--- config.mk ---
export PLATFORM = sky130hd
export DESIGN_NAME = hpc_power_port_config
export DESIGN_NICKNAME = d
export VERILOG_FILES = /design/src/rtl/hpc_pkg.sv /design/src/rtl/hpc_power_port_config.sv
export SDC_FILE = /design/constraint.sdc
export NUM_CORES = 1
export LEC_CHECK = 0
export ABC_AREA = 1
export BUFFER_PORTS_ARGS = -buffer_cell sky130_fd_sc_hd__buf_2
export CORE_MARGIN = 2
export CORE_UTILIZATION = 55
export CTS_CLUSTER_DIAMETER = 40
export DETAILED_ROUTE_END_ITERATION = 8
export MAX_ROUTING_LAYER = met4
export PLACE_DENSITY = 0.76
export SLEW_MARGIN = 20
export SYNTH_ARGS = -nofsm -noshare
export SYNTH_HDL_FRONTEND = slang
export SYNTH_SLANG_ARGS = --single-unit
export TNS_END_PERCENT = 1
--- constraint.sdc ---
create_clock -name i_clock -period 3.2 [get_ports i_clock]
set_input_delay 0.96 -clock i_clock [delete_from_list [all_inputs] [get_ports i_clock]]
set_output_delay 0.96 -clock i_clock [all_outputs]
set_load 0.02 [all_outputs]
--- src/rtl/hpc_pkg.sv ---
`default_nettype none
package hpc_pkg;

  // ****************************************
  // Register offsets
  // ****************************************
  localparam logic [7:0] ADDR_POWER_AND_COMPOUND_CONFIG   = 8'h07;
  localparam logic [7:0] ADDR_PORT_NUMBERING_STRING_CONFIG = 8'h08;
  localparam logic [7:0] ADDR_FIXED_PORT_MASK             = 8'h09;

  // ****************************************
  // Field positions and writable masks
  // ****************************************
  localparam int unsigned BIT_DYNAMIC_EN      = 7;
  localparam int unsigned BIT_OC_SEL_HI       = 5;
  localparam int unsigned BIT_OC_SEL_LO       = 4;
  localparam int unsigned BIT_COMPOUND        = 3;
  localparam int unsigned BIT_PORT_REMAP_EN   = 3;
  localparam int unsigned BIT_STRING_EN       = 0;
  localparam int unsigned BIT_FIXED_PORT_LO   = 1;
  localparam int unsigned BIT_FIXED_PORT_HI   = 4;
  localparam logic [7:0]  MASK_POWER_CFG      = 8'hB8;
  localparam logic [7:0]  MASK_NUMBERING_CFG  = 8'h09;
  localparam logic [7:0]  MASK_FIXED_PORTS    = 8'h1E;
  localparam logic [7:0]  RESET_CFG           = 8'h00;
  localparam logic [7:0]  READ_UNMAPPED       = 8'h00;

  // ****************************************
  // Timing
  // ****************************************
  localparam int unsigned CLOCK_PERIOD_NS     = 4;
  localparam int unsigned OC_DELAY0_US_X10    = 1;
  localparam int unsigned OC_DELAY1_US_X10    = 40;
  localparam int unsigned OC_DELAY2_US_X10    = 80;
  localparam int unsigned OC_DELAY3_US_X10    = 160;
  localparam int unsigned NS_PER_MS_X10       = 100000;
  localparam int unsigned DROP_TIME_NS        = 1000;
  localparam int unsigned DROP_CYCLES         = DROP_TIME_NS / CLOCK_PERIOD_NS;
  localparam int unsigned OC_CNT_W            = 22;
  localparam int unsigned DROP_CNT_W          = 9;

  localparam logic [1:0]  OC_SEL_0P1          = 2'h0;
  localparam logic [1:0]  OC_SEL_4P0          = 2'h1;
  localparam logic [1:0]  OC_SEL_8P0          = 2'h2;
  localparam logic [1:0]  OC_SEL_16P0         = 2'h3;

  localparam int unsigned NUM_PORTS           = 4;

  typedef enum logic [2:0] {
    HPC_RUN    = 3'b001,
    HPC_DROP   = 3'b010,
    HPC_ATTACH = 3'b100
  } hpc_pwr_e;

endpackage
`default_nettype wire

--- src/rtl/hpc_power_port_config.sv ---
`default_nettype none
// Behaviour
// - Byte-two bit 7 enables automatic self/bus power switching; clear means none.
// - With switching enabled, the local supply sense input is watched every cycle in the run state only.
// - A supply change disconnects and unpowers all downstream ports at once.
// - The same change also drops the upstream connection.
// - Reattach upstream as bus-powered without supply, self-powered with supply.
// - Bits 5:4 pick over-current delay 0.1, 4.0, 8.0 or 16.0 ms.
// - Byte-two bit 3 reports compound device membership.
// - In strap configuration any non-removable port forces compound reporting.
// - Byte-three bit 3 selects standard (0) or port remapping (1) numbering.
// - Byte-three bit 0 enables string descriptors; clear gives none.
// - Mask bits 1..4 mark ports 1..4 non-removable; others reserved.
// - In default configuration the two straps decide non-removable ports.
// - With switching enabled, the byte-one power select bit is ignored.
module hpc_power_port_config #(
  parameter int unsigned OC_CYC0 = hpc_pkg::OC_DELAY0_US_X10 * hpc_pkg::NS_PER_MS_X10
                                   / hpc_pkg::CLOCK_PERIOD_NS,
  parameter int unsigned OC_CYC1 = hpc_pkg::OC_DELAY1_US_X10 * hpc_pkg::NS_PER_MS_X10
                                   / hpc_pkg::CLOCK_PERIOD_NS,
  parameter int unsigned OC_CYC2 = hpc_pkg::OC_DELAY2_US_X10 * hpc_pkg::NS_PER_MS_X10
                                   / hpc_pkg::CLOCK_PERIOD_NS,
  parameter int unsigned OC_CYC3 = hpc_pkg::OC_DELAY3_US_X10 * hpc_pkg::NS_PER_MS_X10
                                   / hpc_pkg::CLOCK_PERIOD_NS
) (
  input  wire logic       i_clock,
  input  wire logic       i_rstn,
  input  wire logic       i_cfg_wr,
  input  wire logic [7:0] i_cfg_addr,
  input  wire logic [7:0] i_cfg_wdata,
  input  wire logic       i_use_defaults,
  input  wire logic [1:0] i_fixed_port_straps,
  input  wire logic       i_local_supply_sense,
  input  wire logic       i_self_power_sel,
  input  wire logic       i_overcurrent,
  output var  logic [7:0] o_cfg_rdata,
  output var  logic       o_self_powered,
  output var  logic       o_upstream_connect,
  output var  logic       o_ds_connect,
  output var  logic       o_port_power_en,
  output var  logic       o_compound,
  output var  logic       o_port_remap_en,
  output var  logic       o_string_en,
  output var  logic [3:0] o_fixed_ports,
  output var  logic       o_overcurrent_flag
);

  // ****************************************
  // Configuration registers
  // ****************************************
  logic [7:0] pwr_cfg_q;
  logic [7:0] pwr_cfg_d;
  logic [7:0] num_cfg_q;
  logic [7:0] num_cfg_d;
  logic [7:0] fix_cfg_q;
  logic [7:0] fix_cfg_d;
  logic [7:0] rdata_q;
  logic [7:0] rdata_d;

  always_comb
  begin
    pwr_cfg_d = pwr_cfg_q;
    num_cfg_d = num_cfg_q;
    fix_cfg_d = fix_cfg_q;
    if (i_cfg_wr && (i_cfg_addr == hpc_pkg::ADDR_POWER_AND_COMPOUND_CONFIG))
    begin
      pwr_cfg_d = i_cfg_wdata & hpc_pkg::MASK_POWER_CFG;
    end
    if (i_cfg_wr && (i_cfg_addr == hpc_pkg::ADDR_PORT_NUMBERING_STRING_CONFIG))
    begin
      num_cfg_d = i_cfg_wdata & hpc_pkg::MASK_NUMBERING_CFG;
    end
    if (i_cfg_wr && (i_cfg_addr == hpc_pkg::ADDR_FIXED_PORT_MASK))
    begin
      fix_cfg_d = i_cfg_wdata & hpc_pkg::MASK_FIXED_PORTS;
    end
    unique case (i_cfg_addr)
      hpc_pkg::ADDR_POWER_AND_COMPOUND_CONFIG:    rdata_d = pwr_cfg_q;
      hpc_pkg::ADDR_PORT_NUMBERING_STRING_CONFIG: rdata_d = num_cfg_q;
      hpc_pkg::ADDR_FIXED_PORT_MASK:              rdata_d = fix_cfg_q;
      default:                                    rdata_d = hpc_pkg::READ_UNMAPPED;
    endcase
  end

  always_ff @(posedge i_clock or negedge i_rstn)
  begin
    if (!i_rstn)
    begin
      pwr_cfg_q <= hpc_pkg::RESET_CFG;
      num_cfg_q <= hpc_pkg::RESET_CFG;
      fix_cfg_q <= hpc_pkg::RESET_CFG;
      rdata_q   <= hpc_pkg::RESET_CFG;
    end
    else
    begin
      pwr_cfg_q <= pwr_cfg_d;
      num_cfg_q <= num_cfg_d;
      fix_cfg_q <= fix_cfg_d;
      rdata_q   <= rdata_d;
    end
  end

  // ****************************************
  // Non-removable ports and descriptor flags
  // ****************************************
  logic       dyn_en;
  logic [1:0] oc_sel;
  logic [3:0] strap_ports;
  logic [3:0] fixed_d;
  logic [3:0] fixed_q;
  logic       compound_d;
  logic       compound_q;
  logic       remap_q;
  logic       string_q;

  assign dyn_en = pwr_cfg_q[hpc_pkg::BIT_DYNAMIC_EN];
  assign oc_sel = pwr_cfg_q[hpc_pkg::BIT_OC_SEL_HI:hpc_pkg::BIT_OC_SEL_LO];

  // Strap value n marks ports 1..n as non-removable
  genvar gp;
  generate
    for (gp = 0; gp < hpc_pkg::NUM_PORTS; gp++)
    begin : g_strap
      assign strap_ports[gp] = ({1'b0, i_fixed_port_straps} > 3'(gp));
    end
  endgenerate

  always_comb
  begin
    if (i_use_defaults)
    begin
      fixed_d    = strap_ports;
      compound_d = |strap_ports;
    end
    else
    begin
      fixed_d    = fix_cfg_q[hpc_pkg::BIT_FIXED_PORT_HI:hpc_pkg::BIT_FIXED_PORT_LO];
      compound_d = pwr_cfg_q[hpc_pkg::BIT_COMPOUND];
    end
  end

  always_ff @(posedge i_clock or negedge i_rstn)
  begin
    if (!i_rstn)
    begin
      fixed_q    <= '0;
      compound_q <= 1'b0;
      remap_q    <= 1'b0;
      string_q   <= 1'b0;
    end
    else
    begin
      fixed_q    <= fixed_d;
      compound_q <= compound_d;
      remap_q    <= num_cfg_q[hpc_pkg::BIT_PORT_REMAP_EN];
      string_q   <= num_cfg_q[hpc_pkg::BIT_STRING_EN];
    end
  end

  // ****************************************
  // Dynamic power switching
  // ****************************************
  hpc_pkg::hpc_pwr_e              st_q;
  hpc_pkg::hpc_pwr_e              st_d;
  logic                           supply_q;
  logic                           self_q;
  logic                           self_d;
  logic [hpc_pkg::DROP_CNT_W-1:0] drop_q;
  logic [hpc_pkg::DROP_CNT_W-1:0] drop_d;
  logic                           up_d;
  logic                           up_q;
  logic                           ds_d;
  logic                           ds_q;

  always_comb
  begin
    st_d   = st_q;
    self_d = self_q;
    drop_d = drop_q;
    up_d   = 1'b1;
    ds_d   = 1'b1;
    unique case (st_q)
      hpc_pkg::HPC_RUN:
      begin
        if (dyn_en && (i_local_supply_sense != supply_q))
        begin
          st_d   = hpc_pkg::HPC_DROP;
          drop_d = hpc_pkg::DROP_CNT_W'(hpc_pkg::DROP_CYCLES - 1);
          up_d   = 1'b0;
          ds_d   = 1'b0;
        end
        else if (!dyn_en)
        begin
          self_d = i_self_power_sel;
        end
      end
      hpc_pkg::HPC_DROP:
      begin
        up_d = 1'b0;
        ds_d = 1'b0;
        if (drop_q == '0)
        begin
          st_d = hpc_pkg::HPC_ATTACH;
        end
        else
        begin
          drop_d = drop_q - 1'b1;
        end
      end
      hpc_pkg::HPC_ATTACH:
      begin
        self_d = supply_q;
        st_d   = hpc_pkg::HPC_RUN;
      end
      default:
      begin
        st_d = hpc_pkg::HPC_RUN;
        up_d = 1'b0;
        ds_d = 1'b0;
      end
    endcase
  end

  always_ff @(posedge i_clock or negedge i_rstn)
  begin
    if (!i_rstn)
    begin
      st_q     <= hpc_pkg::HPC_RUN;
      supply_q <= 1'b0;
      self_q   <= 1'b0;
      drop_q   <= '0;
      up_q     <= 1'b0;
      ds_q     <= 1'b0;
    end
    else
    begin
      st_q     <= st_d;
      supply_q <= i_local_supply_sense;
      self_q   <= self_d;
      drop_q   <= drop_d;
      up_q     <= up_d;
      ds_q     <= ds_d;
    end
  end

  // ****************************************
  // Over-current qualification
  // ****************************************
  logic [hpc_pkg::OC_CNT_W-1:0] oc_lim;
  logic [hpc_pkg::OC_CNT_W-1:0] oc_cnt_q;
  logic [hpc_pkg::OC_CNT_W-1:0] oc_cnt_d;
  logic                         oc_flag_q;
  logic                         oc_flag_d;

  always_comb
  begin
    unique case (oc_sel)
      hpc_pkg::OC_SEL_0P1:  oc_lim = hpc_pkg::OC_CNT_W'(OC_CYC0);
      hpc_pkg::OC_SEL_4P0:  oc_lim = hpc_pkg::OC_CNT_W'(OC_CYC1);
      hpc_pkg::OC_SEL_8P0:  oc_lim = hpc_pkg::OC_CNT_W'(OC_CYC2);
      hpc_pkg::OC_SEL_16P0: oc_lim = hpc_pkg::OC_CNT_W'(OC_CYC3);
    endcase
    oc_cnt_d  = oc_cnt_q;
    oc_flag_d = 1'b0;
    if (!i_overcurrent)
    begin
      oc_cnt_d = '0;
    end
    else if (oc_cnt_q >= oc_lim)
    begin
      oc_flag_d = 1'b1;
    end
    else
    begin
      oc_cnt_d = oc_cnt_q + 1'b1;
    end
  end

  always_ff @(posedge i_clock or negedge i_rstn)
  begin
    if (!i_rstn)
    begin
      oc_cnt_q  <= '0;
      oc_flag_q <= 1'b0;
    end
    else
    begin
      oc_cnt_q  <= oc_cnt_d;
      oc_flag_q <= oc_flag_d;
    end
  end

  assign o_cfg_rdata        = rdata_q;
  assign o_self_powered     = self_q;
  assign o_upstream_connect = up_q;
  assign o_ds_connect       = ds_q;
  assign o_port_power_en    = ds_q;
  assign o_compound         = compound_q;
  assign o_port_remap_en    = remap_q;
  assign o_string_en        = string_q;
  assign o_fixed_ports      = fixed_q;
  assign o_overcurrent_flag = oc_flag_q;

endmodule
`default_nettype wire

* After elaboration in Yosys (flattened, before gate mapping) *
Cells that the tools add are included.

operators by class
  $add $sub $neg = 2
  $lt $le $gt $ge = 4
  eq/ne operators = 16
  mux-type cells = 19
  reduce and logical (&&, ||, !) cells = 12

operators by type and width
  cell                                                 number
  one-hot mux 22 bit (4 select lines)                  1
  2-to-1 mux 22 bit                                    2
  one-hot mux 8 bit (3 select lines)                   1
  adder 22 x 1 -> 22 bit, second input constant        1
  >= comparator 22 bit                                 1
  2-to-1 mux 9 bit                                     2
  one-hot mux 9 bit (2 select lines)                   1
  equality test 8 x 4 -> 1 bit, second input constant  2
  inequality test 2 bit, second input constant         6
  logical NOT 9 bit                                    1
  subtractor 9 x 1 -> 9 bit, second input constant     1
  equality test 8 x 3 -> 1 bit, second input constant  1
  2-to-1 mux 1 bit                                     6
  2-to-1 mux 3 bit                                     2
  one-hot mux 3 bit (2 select lines)                   1
  AND reduction 3 bit                                  2
  equality test 2 bit, second input constant           2
  > comparator 2 x 1 -> 1 bit, second input constant   2
  logical AND 1 bit                                    4
  2-to-1 mux 4 bit                                     1
  one-hot mux 1 bit (2 select lines)                   2
  nonzero test 2 bit                                   2
  equality test 3 x 1 -> 1 bit, second input constant  1
  equality test 3 x 2 -> 1 bit, second input constant  1
  other kinds (7)                                      7

storage, ports and cells
  register bits = 63
  input bits = 25
  output and inout port bits = 20
  word-level logic and storage cells = 68

* Longest topological paths before layout *
Gate-level depths: netlist of run 1.

  word-level depth = 5
  gate-level depth with buffers = 16
  depth with buffers taken out = 15

* Least setup slack after synthesis of run 1 *
Ideal clock, no wire load.

  kind = register to register
  from = reg pwr_cfg_q[5]
  to = reg oc_cnt_q[11] (netlist bit)
  setup time = 117 ps
  arrival = 1945 ps
  data required time = 3083 ps
  setup slack = 1139 ps
  stages on the path, launching flop included = 15
  buffers on the path = 1
  period minus slack after synthesis = 2061 ps
  cell sequence = dfrtp_1 -> inv_1 -> ha_1 -> o21bai_1 -> ha_1 -> nand2_1 -> inv_1 -> nand3_1 -> nor2_4 -> nand3_2 -> nand3_4 -> nand2_4 -> buf_6 -> nand2_2 -> nand2_1

on the way
  longest elaborated chain between the ends = 4
  elaborated cells on any way between the ends = 7
  classes of those cells = order compare: 1; eq/ne: 4; mux: 1; reduce/logical: 1

RTL lines
  item                                         RTL line                      source
  start: declaration                           hpc_power_port_config.sv:51   logic [7:0] pwr_cfg_q;
  start signal: assignment                     hpc_power_port_config.sv:89   pwr_cfg_q <= hpc_pkg::RESET_CFG;
  start signal: assignment                     hpc_power_port_config.sv:96   pwr_cfg_q <= pwr_cfg_d;
  equality test 2 bit (tied with other cells)  hpc_power_port_config.sv:257  unique case (oc_sel)
  one-hot mux 22 bit (4 select lines) (*)      hpc_power_port_config.sv:257
  >= comparator 22 bit (*)                     hpc_power_port_config.sv:269  else if (oc_cnt_q >= oc_lim)
  inequality test 2 bit (no line) (*)          -
  end signal: assignment                       hpc_power_port_config.sv:288  oc_cnt_q <= oc_cnt_d;
  end: declaration                             hpc_power_port_config.sv:250  logic [hpc_pkg::OC_CNT_W-1:0] oc_cnt_q;

Every way passes the cells marked *; elsewhere a longest branch is shown, timed or not. The select of a mux whose other input is x is not followed.
A chain may end at the register's enable or synchronous reset.

* Final worst setup path of run 1 *
  from = reg pwr_cfg_q[5]
  to = reg oc_cnt_q[12] (netlist bit)

Same word-level chain as after synthesis.

==> results.cfg, run 1 <==
[clock_network]
ctsHtreeMaxLevel = 3
ctsResizeCount = 0
cts.clk_slew.worst_paths_ps = 70
cts_tree = done
cts_buffer_depth = 2
cts-root-buf = clkbuf_8
clock-sinks = 62
postCtsHoldBufs = 0
cts_buffers = 9
post_cts_buffers = 0
clkLatencyLatePin_ps = 350

[worst_hold_path]
hold_class = register to register

[sta]
worstMarginPinSlew_ps = 697
slew_violations = 0
maxSlewHeadroom_pct = 53.5
setup_viol = 0
finalCritPeriodShare_pct = 78.4
fmax_mhz = 399
holdWs_ps = 401
worst_clock_skew_ps = 9.64
final.setup.tns_ps = 0
rsz0062_at_grt = no
period_needed_ps = 2510
hold_violations = 0

[worst_setup_path]
crit_path_end_kind = register
path_max_fanout = 22
cp.required_ps = 3490
startpoint_type = register
arrival_ps = 2800
crit_type = register to register

[flow_run]
cap_violations = 0

[grt]
grt_pass1_wl_um = 14100
grt_busiest_layer = met2
use_met1_pct = 30.3
global_route.usage.met3_pct = 4.45
grt_antenna_before_repair = 0
grt_pass1_vias = 3186
met2_usage_pct = 38.9
grt-ovfl-total = 0
track_usage_pct = 24.5
grt_max_degree = 38

[floorplanning]
rows = 30
die_h_um = 87.1
io_pins = 45
die_x_um = 87.1
start_util_pct = 56.3
core_um2 = 6760
die-area_um2 = 7590

[synth]
synth_fa_ha_area_share_pct = 7.57
synth_nets = 554
synth-simple-area-share_pct = 35.1
synth_compound_gate_area_share_pct = 5.73
yosys.cell_types.count = 37
avgSynthCellArea_um2 = 7.51
synth_top_family_by_area = simple AND/OR/NAND/NOR gates
muxShareOfSynthArea_pct = 0
ys_seq_elements = 62
syn_inst = 506
syn_area_um2 = 3800
yosysWarnings = 0
synth_seq_area_share_pct = 40.8
synth_xor_area_share_pct = 3.00

[placement]
hpwlAfterDp_um = 5920
gp_routability_congestion = 0.914
numPortBuffers = 42
placed_area_um2 = 4050

[detailed_routing]
first_pass_iters = 4
ant_nets = 0
viasPerCell = 5.26
route.vias.total = 3330
postRouteWirelength_um = 8070
drc = 0
drt-wirelength-per-cell_um = 12.7
first_iter_violations = 165

[cells_and_area]
drive_gt1_share_pct = 15.9
multi_input_comb_area_um2 = 1960
final_cell_mix = nand2_1, nor2_1, dfrtp_1
final_common_cell = nand2_1
nNetsFinal = 597
areaGrowthSynthToFinish_pct = 11.4
fin_area_um2 = 4240
fillers = 619
diodes = 0
seqCellArea_um2 = 1550
utilization_pct = 62.7

[pwr]
p_per_area_nw_per_um2 = 504
max-vdd-ir-drop_v = 0.000538
power_leakage_nw = 2.18

[status]
outcome = completed
-- logic make-up (layout without fill, tap and decap cells) --
kind of cell	Yosys count	in the layout
other	1	1
AND/OR/NAND/NOR	304	304
buffers and inverters	64	111
flip-flops	62	62
AO/OA/AOI/OAI	39	39
adder cells (fa/ha/maj)	23	23
XOR/XNOR	13	13
-- power breakdown --
| part | total, W | internal (W) | switching (W) |
|---|---|---|---|
| Clock | 0.000676 | 0.000374 | 0.000303 |
| Sequential | 0.000954 | 0.000880 | 0.0000743 |
| Combinational | 0.000504 | 0.000179 | 0.000325 |
| Total | 0.00213 | 0.00143 | 0.000701 |
-- registers in the layout, indices dropped and copies added (netlist names), 2 cells and up --
| name | cells |
|---|---|
| drop_q | 9 |
| fix_cfg_q | 4 |
| num_cfg_q | 2 |
| o_cfg_rdata | 7 |
| o_fixed_ports | 4 |
| oc_cnt_q | 22 |
| pwr_cfg_q | 4 |
| st_q | 3 |
-- synthesized netlist by cell type, drive strengths merged --
library cell / number / share of area [%]
a21oi: 11 / 1.5
a31oi: 1 / 0.16
and2: 1 / 0.16
buf: 10 / 2.3
clkbuf: 3 / 0.30
conb: 1 / 0.099
dfrtp: 61 / 40
dfstp: 1 / 0.69
ha: 23 / 7.6
inv: 51 / 5.0
nand2: 160 / 17
nand3: 46 / 6.9
nand4: 5 / 0.82
nor2: 82 / 8.6
nor3: 5 / 0.79
nor3b: 3 / 0.59
nor4: 1 / 0.16
o21ai: 21 / 2.8
o21bai: 3 / 0.69
o221ai: 1 / 0.23
o22ai: 2 / 0.33
or2: 1 / 0.16
xnor2: 5 / 1.2
xor2: 8 / 1.8
-- critical path: stages (launching register included) --
cell and delay (ps):
dfrtp_1 430, inv_1 180, ha_1 310, o21bai_1 160, ha_1 260, nand2_1 60, inv_1 40, nand2_1 50
nand2_1 50, a21oi_2 180, nand3_4 220, nand2_4 330, nand2_1 100, nand2_1 70
-- through the flow --
step	cells	setup WS [ps]	power, W
6_report	633	691	0.00213
3_5_place_dp	618	685	0.00147
3_3_place_gp	618	729	0.00144
2_1_floorplan	506	1140	0.00133
4_1_cts	633	659	0.00215
5_1_grt	633	435	0.00227
-- layer usage --
layer / vias to the layer above / routed length (um)
li1: 1685 / -
met1: 1532 / 3520
met2: 96 / 3930
met3: 17 / 444
met4: 0 / 172
met5: - / 0
-- path summary, 6_finish.rpt --
kind	from	end	slack [ps]	depth (start not counted)
min in group asynchronous	i_rstn	oc_cnt_q[13]	620	1
worst min register to register	num_cfg_q[0]	o_string_en	400	0
worst max-delay path	pwr_cfg_q[5]	oc_cnt_q[12]	690	13
worst min-delay path	num_cfg_q[0]	o_string_en	400	0
max in group asynchronous	i_rstn	st_q[0]	1900	2
worst max register to register	pwr_cfg_q[5]	oc_cnt_q[12]	690	13
-- cell type report --
class                   count  share of cell area, %
well taps                  80                   2.36
inverters                  51                   4.52
repair buffers             45                   5.79
clock buffers              11                   3.34
clock inverters             4                   1.12
flip-flops and latches     62                   36.7
multi-input cells         380                   46.2
No activity file was read; power rests on OpenSTA's default activity.
==> run 2: changes to the inputs <==
==> constraint.sdc (replaced) <==
create_clock -name i_clock -period 2.36 [get_ports i_clock]
set_input_delay 0.708 -clock i_clock [delete_from_list [all_inputs] [get_ports i_clock]]
set_output_delay 0.708 -clock i_clock [all_outputs]
set_load 0.02 [all_outputs]
==> results.cfg, run 2 (synthesis results as in run 1) <==
[status]
outcome = completed

[worst_setup_path]
arrival_ps = 2400
ff2ff_path_depth = 13
path_max_fanout = 10
rrSetupSlack_ps = 180
critPathMaxStageDelay_ps = 400
path_depth = 13
startpoint_type = register
cp.required_ps = 2580
crit_path_cell_trace = inv_2, ha_2, inv_1, ha_1, nand2_1, inv_1, nand2_1, nand2_1, a21oi_2, nand3_4, buf_4, nand3_1, nand2_1
cp_top_family = adder cells
crit_path_end_kind = register
rr_endpoint = oc_cnt_q[7]
crit_type = register to register
slowest_stage = dfrtp_1
critical_path_buf_inv_count = 4
crit_top_cell = nand2_1
worst_r2r_startpoint = pwr_cfg_q[4]

[floorplanning]
die_x_um = 87.1
rows = 30
io_pins = 45
core_um2 = 6760
die_h_um = 87.1
die-area_um2 = 7590
start_util_pct = 56.3

[pwr]
p_switching_w = 0.000922
switching_share_pct = 33.3
p_total_w = 0.00277
p_per_area_nw_per_um2 = 647
power_leakage_nw = 2.18
p_clk_share_pct = 28.9
p_seq_share_pct = 46.7
combPwrFrac_pct = 24.4
p_int_w = 0.00184
max-vdd-ir-drop_v = 0.000591

[cells_and_area]
seqCellArea_um2 = 1550
multi_input_comb_area_um2 = 1970
nNetsFinal = 602
final_common_cell = nand2_1
fillers = 597
top_register = oc_cnt_q
diodes = 0
largest_reg_flops = 22
drive_gt1_share_pct = 17.5
areaGrowthSynthToFinish_pct = 12.5
final_cell_mix = nand2_1, nor2_1, dfrtp_1

[grt]
grt_pass1_vias = 3146
track_usage_pct = 23.3
grt-ovfl-total = 0
grt_antenna_before_repair = 0
grt_max_degree = 33
grt_pass1_wl_um = 13600

[detailed_routing]
first_iter_violations = 216
ant_nets = 0
viasPerCell = 5.17
postRouteWirelength_um = 7870
drt-wirelength-per-cell_um = 12.3
first_pass_iters = 4
route.vias.total = 3302
drc = 0

[sta]
worst_clock_skew_ps = 6.41
finalCritPeriodShare_pct = 92.5
setup_viol = 0
fmax_mhz = 458
rsz0062_at_grt = no
final.setup.tns_ps = 0
hold_violations = 0
holdWs_ps = 331
worstMarginPinSlew_ps = 675
slew_violations = 0
maxSlewHeadroom_pct = 55.0
period_needed_ps = 2180

[clock_network]
postCtsHoldBufs = 0
cts-root-buf = clkbuf_8
cts_buffer_depth = 2
clock-sinks = 62
ctsHtreeMaxLevel = 3
cts_tree = done
cts_buffers = 9
cts.clk_slew.worst_paths_ps = 70
clkLatencyLatePin_ps = 340

[placement]
gp_routability_congestion = 0.894
numPortBuffers = 42
hpwlAfterDp_um = 5940

[flow_run]
cap_violations = 0

[worst_hold_path]
hold_class = input pin to async pin
-- run 2: changes by cell type in the layout (fill, tap and decap cells not counted), sizes merged --
cell and change:
bufinv -1, clkinv +1, buf +5, clkbuf +1
-- run 2: per-stage QoR --
step	worst slack (ps)	util (%)	instances	cell area, um2
floorplan	299	-	506	3800
global placement	117	60.3	622	4080
detailed placement	45.5	60.3	622	4080
CTS	30.2	62.8	638	4240
global route	11.7	63.3	639	4280
finish	177	63.3	639	4280
-- run 2: worst reg2reg max path, cell delays in order (launching register included) --
cell and delay (ps):
dfrtp_1 400, inv_2 80, ha_2 340, inv_1 50, ha_1 290, nand2_1 70, inv_1 50, nand2_1 60
nand2_1 50, a21oi_2 200, nand3_4 140, buf_4 200, nand3_1 70, nand2_1 60
-- run 2: how the worst max path moves through the flow --
stage	from	to
after floorplan	pwr_cfg_q[5]	oc_cnt_q[11]
after global placement	pwr_cfg_q[4]	oc_cnt_q[16]
after detailed placement	pwr_cfg_q[4]	oc_cnt_q[16]
after CTS	pwr_cfg_q[4]	oc_cnt_q[17]
after global routing	pwr_cfg_q[4]	oc_cnt_q[12]
final	pwr_cfg_q[4]	oc_cnt_q[7]
-- run 2: layer usage --
| metal | track usage, % | share of wire, % | vias to the layer above |
|---|---|---|---|
| li1 | - | - | 1697 |
| met1 | 29.8 | 46 | 1505 |
| met2 | 37.2 | 48 | 86 |
| met3 | 4.93 | 4.4 | 14 |
| met4 | 7.55 | 1.7 | 0 |
| met5 | - | 0 | - |
-- run 2: layout make-up --
| cell class | count | area share (%) |
|---|---|---|
| Sequential cell | 62 | 36.3 |
| Inverter | 51 | 4.48 |
| Timing Repair Buffer | 50 | 6.79 |
| Clock inverter | 4 | 0.527 |
| Clock buffer | 12 | 3.39 |
| Multi-Input combinational cell | 380 | 46.2 |
| Tap cell | 80 | 2.34 |
-- run 2: what timing repair did --
| action | in CTS | in global routing |
|---|---|---|
| setup buffers | 0 | 1 |
| gates resized for setup | 0 | 8 |
| hold endpoints to repair | 0 | 0 |
| setup endpoints to repair | 0 | 23 |
-- run 2: power groups by stage --
stage                     Clock, W  Combinational [W]  Sequential (W)
final                     0.000800           0.000676         0.00129
after global placement           0           0.000656         0.00130
after global routing      0.000873           0.000778         0.00131
after floorplan                  0           0.000492         0.00132
after CTS                 0.000828           0.000679         0.00129
after detailed placement         0           0.000679         0.00131
